--- src/design/sww_consts.svh ---
`ifndef SWW_CONSTS_SVH
`define SWW_CONSTS_SVH

// ----------------------------------------
// Register offsets (byte addresses)
// ----------------------------------------
`define SWW_ADDR_W          12
`define SWW_OFS_STBY_CTRL   12'h000
`define SWW_OFS_STATUS      12'h004

// ----------------------------------------
// Field positions of standby_control
// ----------------------------------------
`define SWW_SOFT_STANDBY_SELECT_BIT        7
`define SWW_WSEL_MSB        6
`define SWW_WSEL_LSB        4
`define SWW_RSV_ONE_BIT     3
`define SWW_STBY_RESET      8'h08

// ----------------------------------------
// Wait counts in system clock states
// ----------------------------------------
`define SWW_WAIT_CODE0      8192
`define SWW_WAIT_CODE1      16384
`define SWW_WAIT_CODE2      32768
`define SWW_WAIT_CODE3      65536
`define SWW_WAIT_CODE4      131072
`define SWW_WAIT_CODE5      262144
`define SWW_WAIT_CODE7      16
`define SWW_CNT_W           19

`endif

--- src/design/sww_pkg.sv ---
package sww_pkg;

    // Power state, Gray coded along active-standby-wait and active-sleep-active
    typedef enum logic [1:0] {
        SWW_ACTIVE  = 2'b00,
        SWW_STANDBY = 2'b01,
        SWW_OSCWAIT = 2'b11,
        SWW_SLEEP   = 2'b10
    } sww_state_e;

    typedef logic [2:0] sww_wsel_t;

endpackage

--- src/design/sww_tmr_if.sv ---
`timescale 1ns/1ps
`include "sww_consts.svh"

interface sww_tmr_if;
    logic                    start;
    logic [`SWW_CNT_W-1:0]   limit;
    logic                    busy;
    logic                    done;

    modport ctrl  (output start, output limit, input busy, input done);
    modport timer (input start, input limit, output busy, output done);
endinterface

--- src/design/sww_wait_timer.sv ---
`timescale 1ns/1ps
`include "sww_consts.svh"

module sww_wait_timer
    import sww_pkg::*;
(
    // Clock and reset
    input  wire logic  ref_clk,
    input  wire logic  reset_n,
    // Control side
    sww_tmr_if.timer   tmr
);

    logic [`SWW_CNT_W-1:0] count_ff;
    logic                  busy_ff;
    logic                  done_ff;
    wire                   lastState = busy_ff && (count_ff == '0);

    // Counts limit states, then pulses done for one cycle
    always_ff @(posedge ref_clk or negedge reset_n) begin
        if (!reset_n) begin
            count_ff <= '0;
            busy_ff  <= 1'b0;
            done_ff  <= 1'b0;
        end else begin
            done_ff <= lastState;
            if (tmr.start) begin
                count_ff <= tmr.limit - `SWW_CNT_W'(1);
                busy_ff  <= 1'b1;
            end else if (lastState) begin
                busy_ff <= 1'b0;
            end else if (busy_ff) begin
                count_ff <= count_ff - `SWW_CNT_W'(1);
            end
        end
    end

    assign tmr.busy = busy_ff;
    assign tmr.done = done_ff;

endmodule

--- src/design/sww_standby_ctrl.sv ---
// Design decisions made here: register access over APB and the register addresses.
`timescale 1ns/1ps
`include "sww_consts.svh"

// Notes on behaviour
// Bits 6..4 of standby_control pick the clock settling wait used on an interrupt wakeup.
// The wait-select field is read/write and clears to zero on reset.
// Codes 000 to 101 give 8192, 16384, 32768, 65536, 131072 and 262144 states.
// Code 111 gives 16 states; code 110 is reserved and must not be programmed.
// With a crystal, software programs a wait of at least 8 ms at its clock rate.
// With an external clock, software programs a wait of at least 2 ms.
// Bit 3 resets to one, is read/write, and software always writes one to it.
// Bits 2..0 always read zero and writes to them are ignored.
// Bit 7 picks standby on a sleep request when one, plain sleep when zero; resets to zero.
// On an interrupt wakeup the oscillator restarts and clocks return only after the wait.
module sww_standby_ctrl
    import sww_pkg::*;
#(
    parameter int unsigned WAIT_CODE0 = `SWW_WAIT_CODE0,
    parameter int unsigned WAIT_CODE1 = `SWW_WAIT_CODE1,
    parameter int unsigned WAIT_CODE2 = `SWW_WAIT_CODE2,
    parameter int unsigned WAIT_CODE3 = `SWW_WAIT_CODE3,
    parameter int unsigned WAIT_CODE4 = `SWW_WAIT_CODE4,
    parameter int unsigned WAIT_CODE5 = `SWW_WAIT_CODE5
)
(
    // Clock and reset
    input  wire logic                   ref_clk,
    input  wire logic                   reset_n,
    // APB slave
    input  wire logic                   psel,
    input  wire logic                   penable,
    input  wire logic                   pwrite,
    input  wire logic [`SWW_ADDR_W-1:0] paddr,
    input  wire logic [31:0]            pwdata,
    output logic      [31:0]            prdata,
    output logic                        pready,
    output logic                        pslverr,
    // CPU and wake sources
    input  wire logic                   sleepReq,
    input  wire logic                   extIrq,
    // Clock gating towards the chip
    output logic                        oscEnable,
    output logic                        cpuClkEnable,
    output logic                        periphClkEnable
);

    // ----------------------------------------
    // Register state
    // ----------------------------------------
    logic       softStandbySelect_ff;
    sww_wsel_t  wakeWaitSel_ff;
    logic       rsvOne_ff;
    logic [31:0] prdata_ff;
    logic       pslverr_ff;

    localparam logic [7:0] STBY_RESET = `SWW_STBY_RESET;

    // ----------------------------------------
    // Wait-count lookup
    // ----------------------------------------
    // Reserved code 110 falls back to the longest wait so a bad write never shortens settling
    function automatic logic [`SWW_CNT_W-1:0] waitCount(input sww_wsel_t code);
        case (code)
            3'h0:    waitCount = `SWW_CNT_W'(WAIT_CODE0);
            3'h1:    waitCount = `SWW_CNT_W'(WAIT_CODE1);
            3'h2:    waitCount = `SWW_CNT_W'(WAIT_CODE2);
            3'h3:    waitCount = `SWW_CNT_W'(WAIT_CODE3);
            3'h4:    waitCount = `SWW_CNT_W'(WAIT_CODE4);
            3'h5:    waitCount = `SWW_CNT_W'(WAIT_CODE5);
            3'h7:    waitCount = `SWW_CNT_W'(`SWW_WAIT_CODE7);
            default: waitCount = `SWW_CNT_W'(WAIT_CODE5);
        endcase
    endfunction

    // ----------------------------------------
    // APB decode
    // ----------------------------------------
    wire        apbAccess = psel && penable;
    wire        hitCtrl   = (paddr == `SWW_OFS_STBY_CTRL);
    wire        hitStatus = (paddr == `SWW_OFS_STATUS);
    wire        hitAny    = hitCtrl || hitStatus;
    wire        wrCtrl    = apbAccess && pwrite && hitCtrl;
    wire        rdEdge    = apbAccess && !pwrite;

    sww_state_e state_ff;
    sww_state_e nxt_state;
    sww_tmr_if  tmr ();

    // Bits 2..0 are never stored, so they read zero
    wire [7:0] ctrlView = {softStandbySelect_ff, wakeWaitSel_ff, rsvOne_ff, 3'h0};
    wire [7:0] statView = {5'h00, tmr.busy, state_ff};
    wire [31:0] rdMux   = hitCtrl ? {24'h000000, ctrlView} :
                          hitStatus ? {24'h000000, statView} : 32'h00000000;

    assign pready  = 1'b1;
    assign prdata  = prdata_ff;
    assign pslverr = pslverr_ff;

    // Zero wait states: data is captured on the setup edge and stands in the access cycle
    always_ff @(posedge ref_clk or negedge reset_n) begin
        if (!reset_n) begin
            prdata_ff  <= 32'h00000000;
            pslverr_ff <= 1'b0;
        end else begin
            prdata_ff  <= (psel && !penable && !pwrite) ? rdMux : prdata_ff;
            pslverr_ff <= psel && !penable && !hitAny;
        end
    end

    // ----------------------------------------
    // Control register
    // ----------------------------------------
    always_ff @(posedge ref_clk or negedge reset_n) begin
        if (!reset_n) begin
            softStandbySelect_ff <= STBY_RESET[`SWW_SOFT_STANDBY_SELECT_BIT];
            wakeWaitSel_ff       <= STBY_RESET[`SWW_WSEL_MSB:`SWW_WSEL_LSB];
            rsvOne_ff            <= STBY_RESET[`SWW_RSV_ONE_BIT];
        end else if (wrCtrl) begin
            softStandbySelect_ff <= pwdata[`SWW_SOFT_STANDBY_SELECT_BIT];
            wakeWaitSel_ff       <= pwdata[`SWW_WSEL_MSB:`SWW_WSEL_LSB];
            rsvOne_ff            <= pwdata[`SWW_RSV_ONE_BIT];
        end
    end

    // ----------------------------------------
    // Wake interrupt synchroniser
    // ----------------------------------------
    logic irqS1_ff;
    logic irqS2_ff;
    logic irqS3_ff;
    logic irqLevel_ff;

    // A change counts only once the second and third stages agree
    always_ff @(posedge ref_clk or negedge reset_n) begin
        if (!reset_n) begin
            irqS1_ff    <= 1'b0;
            irqS2_ff    <= 1'b0;
            irqS3_ff    <= 1'b0;
            irqLevel_ff <= 1'b0;
        end else begin
            irqS1_ff    <= extIrq;
            irqS2_ff    <= irqS1_ff;
            irqS3_ff    <= irqS2_ff;
            irqLevel_ff <= (irqS2_ff == irqS3_ff) ? irqS3_ff : irqLevel_ff;
        end
    end

    // ----------------------------------------
    // Power state machine
    // ----------------------------------------
    wire enterStandby = (state_ff == SWW_ACTIVE) && sleepReq && softStandbySelect_ff;
    wire enterSleep   = (state_ff == SWW_ACTIVE) && sleepReq && !softStandbySelect_ff;
    wire wakeStandby  = (state_ff == SWW_STANDBY) && irqLevel_ff;

    always_comb begin
        nxt_state = state_ff;
        case (state_ff)
            SWW_ACTIVE: begin
                if (enterStandby) begin
                    nxt_state = SWW_STANDBY;
                end else if (enterSleep) begin
                    nxt_state = SWW_SLEEP;
                end
            end
            SWW_SLEEP: begin
                if (irqLevel_ff) begin
                    nxt_state = SWW_ACTIVE;
                end
            end
            SWW_STANDBY: begin
                if (wakeStandby) begin
                    nxt_state = SWW_OSCWAIT;
                end
            end
            SWW_OSCWAIT: begin
                if (tmr.done) begin
                    nxt_state = SWW_ACTIVE;
                end
            end
            default: nxt_state = SWW_ACTIVE;
        endcase
    end

    // Restart the oscillator and start the settling count together
    assign tmr.start = wakeStandby;
    assign tmr.limit = waitCount(wakeWaitSel_ff);

    sww_wait_timer u_wait_timer (
        .ref_clk (ref_clk),
        .reset_n (reset_n),
        .tmr     (tmr)
    );

    // ----------------------------------------
    // Clock enables, registered from the next state
    // ----------------------------------------
    logic nxt_oscEnable;
    logic nxt_cpuClk;
    logic nxt_periphClk;
    logic oscEnable_ff;
    logic cpuClk_ff;
    logic periphClk_ff;

    assign nxt_oscEnable = (nxt_state != SWW_STANDBY);
    assign nxt_cpuClk    = (nxt_state == SWW_ACTIVE);
    assign nxt_periphClk = (nxt_state == SWW_ACTIVE) || (nxt_state == SWW_SLEEP);

    always_ff @(posedge ref_clk or negedge reset_n) begin
        if (!reset_n) begin
            state_ff     <= SWW_ACTIVE;
            oscEnable_ff <= 1'b1;
            cpuClk_ff    <= 1'b1;
            periphClk_ff <= 1'b1;
        end else begin
            state_ff     <= nxt_state;
            oscEnable_ff <= nxt_oscEnable;
            cpuClk_ff    <= nxt_cpuClk;
            periphClk_ff <= nxt_periphClk;
        end
    end

    assign oscEnable       = oscEnable_ff;
    assign cpuClkEnable    = cpuClk_ff;
    assign periphClkEnable = periphClk_ff;

    // Unused upper write data is simply not stored
    wire unusedWr = ^{pwdata[31:8], pwdata[2:0], rdEdge};

endmodule

--- config.mk ---
export PLATFORM = sky130hd
export DESIGN_NAME = sww_standby_ctrl
export DESIGN_NICKNAME = d
export VERILOG_FILES = /design/src/design/sww_pkg.sv /design/src/design/sww_tmr_if.sv /design/src/design/sww_wait_timer.sv /design/src/design/sww_standby_ctrl.sv
export VERILOG_INCLUDE_DIRS = /design/src /design/src/design
export SDC_FILE = /design/constraint.sdc
export NUM_CORES = 1
export LEC_CHECK = 0
export ABC_AREA = 0
export BUFFER_PORTS_ARGS = -buffer_cell sky130_fd_sc_hd__buf_2
export CORE_ASPECT_RATIO = 1.25
export CORE_UTILIZATION = 40
export CTS_CLUSTER_DIAMETER = 50
export CTS_CLUSTER_SIZE = 40
export DETAILED_ROUTE_END_ITERATION = 12
export GPL_ROUTABILITY_DRIVEN = 0
export PLACE_DENSITY = 0.66
export SLEW_MARGIN = 5
export SYNTH_ARGS = -nofsm -noshare
export SYNTH_HDL_FRONTEND = slang
export SYNTH_HIERARCHICAL = 1
export SYNTH_SLANG_ARGS = --single-unit
--- constraint.sdc ---
create_clock -name ref_clk -period 7.3 [get_ports ref_clk]
set_input_delay 1.46 -clock ref_clk [delete_from_list [all_inputs] [get_ports ref_clk]]
set_output_delay 1.46 -clock ref_clk [all_outputs]
set_load 0.01 [all_outputs]
======== Word level (Yosys, flattened, before mapping) ========
Cells that the tools add are included.
storage, ports and cells
  logic and storage cells ................. 70
  input port bits ......................... 51
  register bits ........................... 68
  output and inout port bits .............. 37
operators by class
  equality and inequality tests ........... 13
  muxes and demuxes ....................... 14
  reduce and logical (&&, ||, !) cells .... 25
  $add $sub $neg .......................... 2
operator list
  operator                 number
  $pmux W19 S6             1
  $mux W19                 3
  $sub A19 B1 Y19 const B  2
  $logic_not A19 Y1        1
  $eq A12 B3 Y1 const B    1
  $logic_not A12 Y1        1
  $logic_and A1 B1 Y1      11
  $mux W2                  5
  $mux W8                  1
  $pmux W2 S4              1
  $eq A2 B2 Y1 const B     3
  $eq A3 B2 Y1 const B     2
  $eq A3 B3 Y1 const B     2
  $logic_not A1 Y1         4
  $logic_not A2 Y1         2
  $reduce_bool A2 Y1       2
  $eq A3 B1 Y1 const B     1
  $logic_not A3 Y1         1
  $mux W3                  1
  $eq A2 B1 Y1 const B     1
  $logic_or A1 B1 Y1       2
  $mux W1                  2
  $ne A2 B1 Y1 const B     1
  $ne A2 B2 Y1 const B     1
  2 further kinds          2

======== Logic depth before layout (Yosys ltp) ========
  depth in word-level cells ............... 8
  gate-level depth with buffers ........... 15
  depth with buffers taken out ............ 9

======== Cells and area by module ========
The synthesis kept the hierarchy.
by module, submodules not included
  module            area an instance (µm²)  cells an instance  seq. area each (µm²)  instances
  sww_wait_timer    1,721.7                 191                525.5                 1
  sww_standby_ctrl  1,192.4                 114                580.6                 1

======== Least setup slack after synthesis ========
No wires, ideal clock.
  path kind ............................... register -> register
  start ................................... register state_ff[1]
  end ..................................... register u_wait_timer.count_ff[10]
  library setup time ...................... 0.126 ns
  buffers on the path ..................... 6
  clock period less this slack ............ 3.623 ns
  setup slack ............................. 3.677 ns
  arrival ................................. 3.497 ns
  cell stages (with the launch flop) ...... 16
  required time ........................... 7.174 ns
  path through ............................ dfrtp_1 > inv_1 > and3_1 > buf_6 > clkbuf_1 > clkbuf_1 > clkbuf_1 > clkbuf_1 > mux2i_1 > ha_1 > clkbuf_1 > inv_1 > nor2_1 > o211ai_2 > o311a_1 > a221o_1
on the way
  longest elaborated chain between the ends .. 4
  elaborated cells between the ends (all ways) .. 6
  classes of those cells .................. eq/ne: 2; mux: 1; reduce/logical: 3
RTL lines
  item                                                                 RTL line                 RTL
  start: declaration                                                   sww_standby_ctrl.sv:86   sww_state_e state_ff;
  start signal: assignment                                             sww_standby_ctrl.sv:216  state_ff <= nxt_state;
  $eq A2 B1 Y1 *                                                       sww_standby_ctrl.sv:154  wire wakeStandby = (state_ff == SWW_STANDBY) && irqLevel_ff;
  $logic_and A1 B1 Y1 *                                                sww_standby_ctrl.sv:154
  via tmr.start                                                        sww_tmr_if.sv:5          logic start;
  $ne A2 B2 Y1 (no line) / $reduce_bool A2 Y1 (equally long branches)  -
  $reduce_and A2 Y1 (no line)                                          -
  end signal: assignment                                               sww_wait_timer.sv:28     count_ff <= tmr.limit - `SWW_CNT_W'(1);
  end signal: assignment                                               sww_wait_timer.sv:33     count_ff <= count_ff - `SWW_CNT_W'(1);
  end: declaration                                                     sww_wait_timer.sv:14     logic [`SWW_CNT_W-1:0] count_ff;
Mark *: on every way through the listed nets, which the timed path passes. The rest lies on a longest branch.
A chain may end at the register's enable or synchronous reset.

======== Worst setup path after layout ========
  start ................................... register state_ff[1]
  end ..................................... register u_wait_timer.count_ff[15]
The elaborated chain is that of the path after synthesis.

==> results.py <==
metrics = {
    "sta": {
        "slew_headroom_pct": 33.8,
        "period_needed_ns": 3.39,
        "hold_viol_final": 0,
        "setup_violations": 0,
        "fin_crit_sh_pct": 46.4,
        "max_freq_ghz": 0.295,
        "timing.final.max_slew_violations": 0,
        "clock_skew_ns": 0.00587,
        "rsz0062_at_grt": "no",
        "worst_slew_pin_slew_ns": 0.993,
        "fin_tns_setup_ns": 0,
    },
    "logic_synthesis": {
        "synth_cell_type_count": 70,
        "dominantRegCellSynth": "dfrtp_1",
        "yosysWarningCount": 6,
        "synth_top_area_share_pct": 34.3,
        "synth_compound_area_share_pct": 16.1,
        "ys_seq_area_share_pct": 38.0,
        "synth_top_cell_by_area": "dfrtp_1",
        "avgSynthCellArea_sq_um": 9.55,
        "async_flop_share_pct": 100,
        "synth-seq-cells": 44,
        "synth_edf_count": 0,
        "synthXorXnorAreaFrac_pct": 6.01,
        "netlist_area_sq_um": 2910,
        "yosys-top-cells-area": "dfrtp_1 34%, buf_4 6.4%, xor2_1 3.9%",
        "synth-simple-area-share_pct": 22.8,
        "synth_fa_ha_area_share_pct": 0.773,
        "netlist_instances": 305,
        "synth.area.mux_share_pct": 5.45,
        "synth_top_family_by_area": "simple AND/OR/NAND/NOR gates",
    },
    "detailed_routing": {
        "highest_layer": "met4",
        "wl_met3_um": 251,
        "routedWlPerCell_um": 13.4,
        "wl_met2_mm": 3.17,
        "vias": 2349,
        "postRouteAntennaNets": 0,
        "route.detailed.drc": 0,
        "drt_iter0_drc": 112,
        "drt-total-wl_mm": 6.13,
        "viasPerCell": 5.13,
        "dr.pass1.iters": 4,
        "drt-met1-wl_mm": 2.64,
    },
    "global_routing": {
        "grt_pass1_wl_mm": 10.6,
        "antenna_found_initial": 0,
        "gr-total-overflow": 0,
        "first_global_vias": 2301,
        "track_usage_pct": 17.5,
        "grt_max_degree": 48,
    },
    "cells_and_area": {
        "stdcell_count": 458,
        "antenna_cells": 0,
        "area_growth_pct": 12.5,
        "layout.nets": 419,
        "drive_gt1_share_pct": 17.4,
        "final_common_cell": "conb_1",
        "fillers": 697,
        "mostFrequentLayoutCells": "58 x conb_1, 40 x dfrtp_1, 35 x buf_2, 17 x nand2_1",
    },
    "die": {
        "core_sq_um": 7020,
        "die_x_um": 78.3,
        "die-area_sq_um": 7630,
        "die_h_um": 97.4,
        "rows": 34,
        "initial_core_util_pct": 41.5,
        "ios": 88,
    },
    "clock_tree": {
        "cts_hold_buf": 0,
        "clock_path_buffers": 2,
        "clk_pin_slew_worst_paths_ns": 0.09,
        "clk_latency_ns": 0.30,
        "h-tree-depth": 2,
        "cts-root-buf": "clkbuf_8",
        "post_cts_buffers": 0,
        "cts_made_buffers": 5,
        "clkSinkCount": 44,
        "tritoncts": "yes",
        "cts.repair.resized": 0,
    },
    "pwr": {
        "pwr-share-clk_pct": 34.6,
        "p_per_area_nw_per_um2": 165,
        "p_sw_share_pct": 27.5,
        "intPower_uw": 391,
        "comb_power_share_pct": 14.8,
        "seq_power_share_pct": 50.6,
        "ir_worst_vdd_mv": 0.0816,
        "p_leak_nw": 1.43,
        "p_sw_uw": 149,
    },
    "setup_path": {
        "worstReg2RegStart": "state_ff[1]$_DFF_PN0_",
        "reg2reg_depth": 8,
        "cp_data_required_time_ns": 7.51,
        "endpoint_kind": "register",
        "r2r-end": "u_wait_timer/count_ff[15]$_DFFE_PN0P_",
        "crit_path_start_kind": "register",
        "path_class": "register to register",
        "worst-path-max-fanout": 47,
        "rrSetupSlack_ns": 3.91,
        "crit_arrival_ns": 3.60,
    },
    "placed_design": {
        "dp_hpwl_mm": 4.47,
        "placedCellCount": 450,
        "io_buffer_count": 35,
    },
    "worst_hold_path": {
        "hold_depth": 0,
        "holdCritPathClass": "register to register",
        "min_to": "irqS2_ff$_DFF_PN0_",
        "min_from": "irqS1_ff$_DFF_PN0_",
    },
    "run_status": {
        "status": "finished, final reports clean",
    },
    "job": {
        "drv_cap": 0,
    },
}
-- cell families (layout without fill, tap and decap cells) --
family / count (synthesis) / in the layout
compound gates: 63 / 63
xor+xnor: 20 / 20
fa+ha+maj: 2 / 2
buf+inv: 53 / 60
flops: 44 / 44
mux: 15 / 15
other cells: 2 / 58
simple gates: 106 / 106
-- flip-flops by register name (all words and copies together), names as in the netlist, 2 cells and up --
| signal | cells |
|---|---|
| u_wait_timer/count_ff | 19 |
| state_ff | 2 |
| prdata | 8 |
| wakeWaitSel_ff | 3 |
-- power groups by stage --
stage	combinational [mW]	sequential, mW	clock, mW
global placement	0.0777	0.277	0
finish	0.0800	0.273	0.187
global route	0.0916	0.276	0.203
floorplan	0.0654	0.274	0
detailed placement	0.0797	0.278	0
CTS	0.0800	0.273	0.193
-- worst max path at each step --
stage,from,end,slack [ns],cells after the start
floorplan,state_ff[1]$_DFF_PN0_,u_wait_timer/count_ff[10]$_DFFE_PN0P_,3.68,15
global placement,state_ff[1]$_DFF_PN0_,u_wait_timer/count_ff[15]$_DFFE_PN0P_,4.05,8
detailed placement,state_ff[1]$_DFF_PN0_,u_wait_timer/count_ff[15]$_DFFE_PN0P_,3.98,8
CTS,state_ff[1]$_DFF_PN0_,u_wait_timer/count_ff[15]$_DFFE_PN0P_,3.96,8
global route,state_ff[1]$_DFF_PN0_,u_wait_timer/count_ff[15]$_DFFE_PN0P_,3.63,8
finish,state_ff[1]$_DFF_PN0_,u_wait_timer/count_ff[15]$_DFFE_PN0P_,3.91,8
-- Yosys cell counts (all sizes together) (2+ instances only) --
cell type  count
or2            3
a311oi         2
dfrtp         40
a211o          4
nor3b          4
dfstp          4
xnor2          7
nand3          5
nor2          16
inv           16
o21a           3
nor4           6
nor4b          3
or4            9
o21ai         13
xor2          13
buf           28
o211ai        13
mux2i          8
nand2         18
or3b           4
o211a          2
conb           2
nand4          5
and3           2
a31oi          2
or3            8
a21oi          6
nor3          15
mux2           7
a311o          2
clkbuf         9
-- per-layer routing --
metal,vias to the layer above,track usage [%]
li1,1164,-
met1,1118,21.6
met2,59,30.6
met3,8,3.38
met4,0,5.27
met5,-,0
-- metrics by stage --
step | total power [mW] | instance area (sq um) | hold slack (ns) | setup WS [ns] | utilization (%)
after detailed placement | 0.357 | 3170 | 0.336 | 3.98 | 45.2
after global placement | 0.355 | 3170 | 0.335 | 4.05 | 45.2
after CTS | 0.546 | 3280 | 0.358 | 3.96 | 46.7
after global routing | 0.570 | 3280 | 0.377 | 3.63 | 46.7
final | 0.540 | 3280 | 0.350 | 3.91 | 46.7
after floorplan | 0.340 | 3120 | 0.331 | 3.68 | -
-- layout make-up --
cell class,instances,area (sq um),area share (%)
sequential,44,1110,33.7
inverter,16,60.1,1.83
clock inverter,2,35.0,1.07
tap,90,113,3.44
multi-input combinational,264,1710,52.1
clock buffer,6,72.6,2.21
timing repair buffer,36,183,5.57
-- worst max-delay path, cell delays in order (launching register included) --
cell and delay, ns:
dfrtp_1 0.42, inv_1 0.11, and3_1 0.16, buf_4 0.41, or3b_1 0.45, a222oi_1 0.88, o211ai_1 0.30, or4_1 0.46
o211ai_1 0.09
No activity file was read; power rests on OpenSTA's default activity.
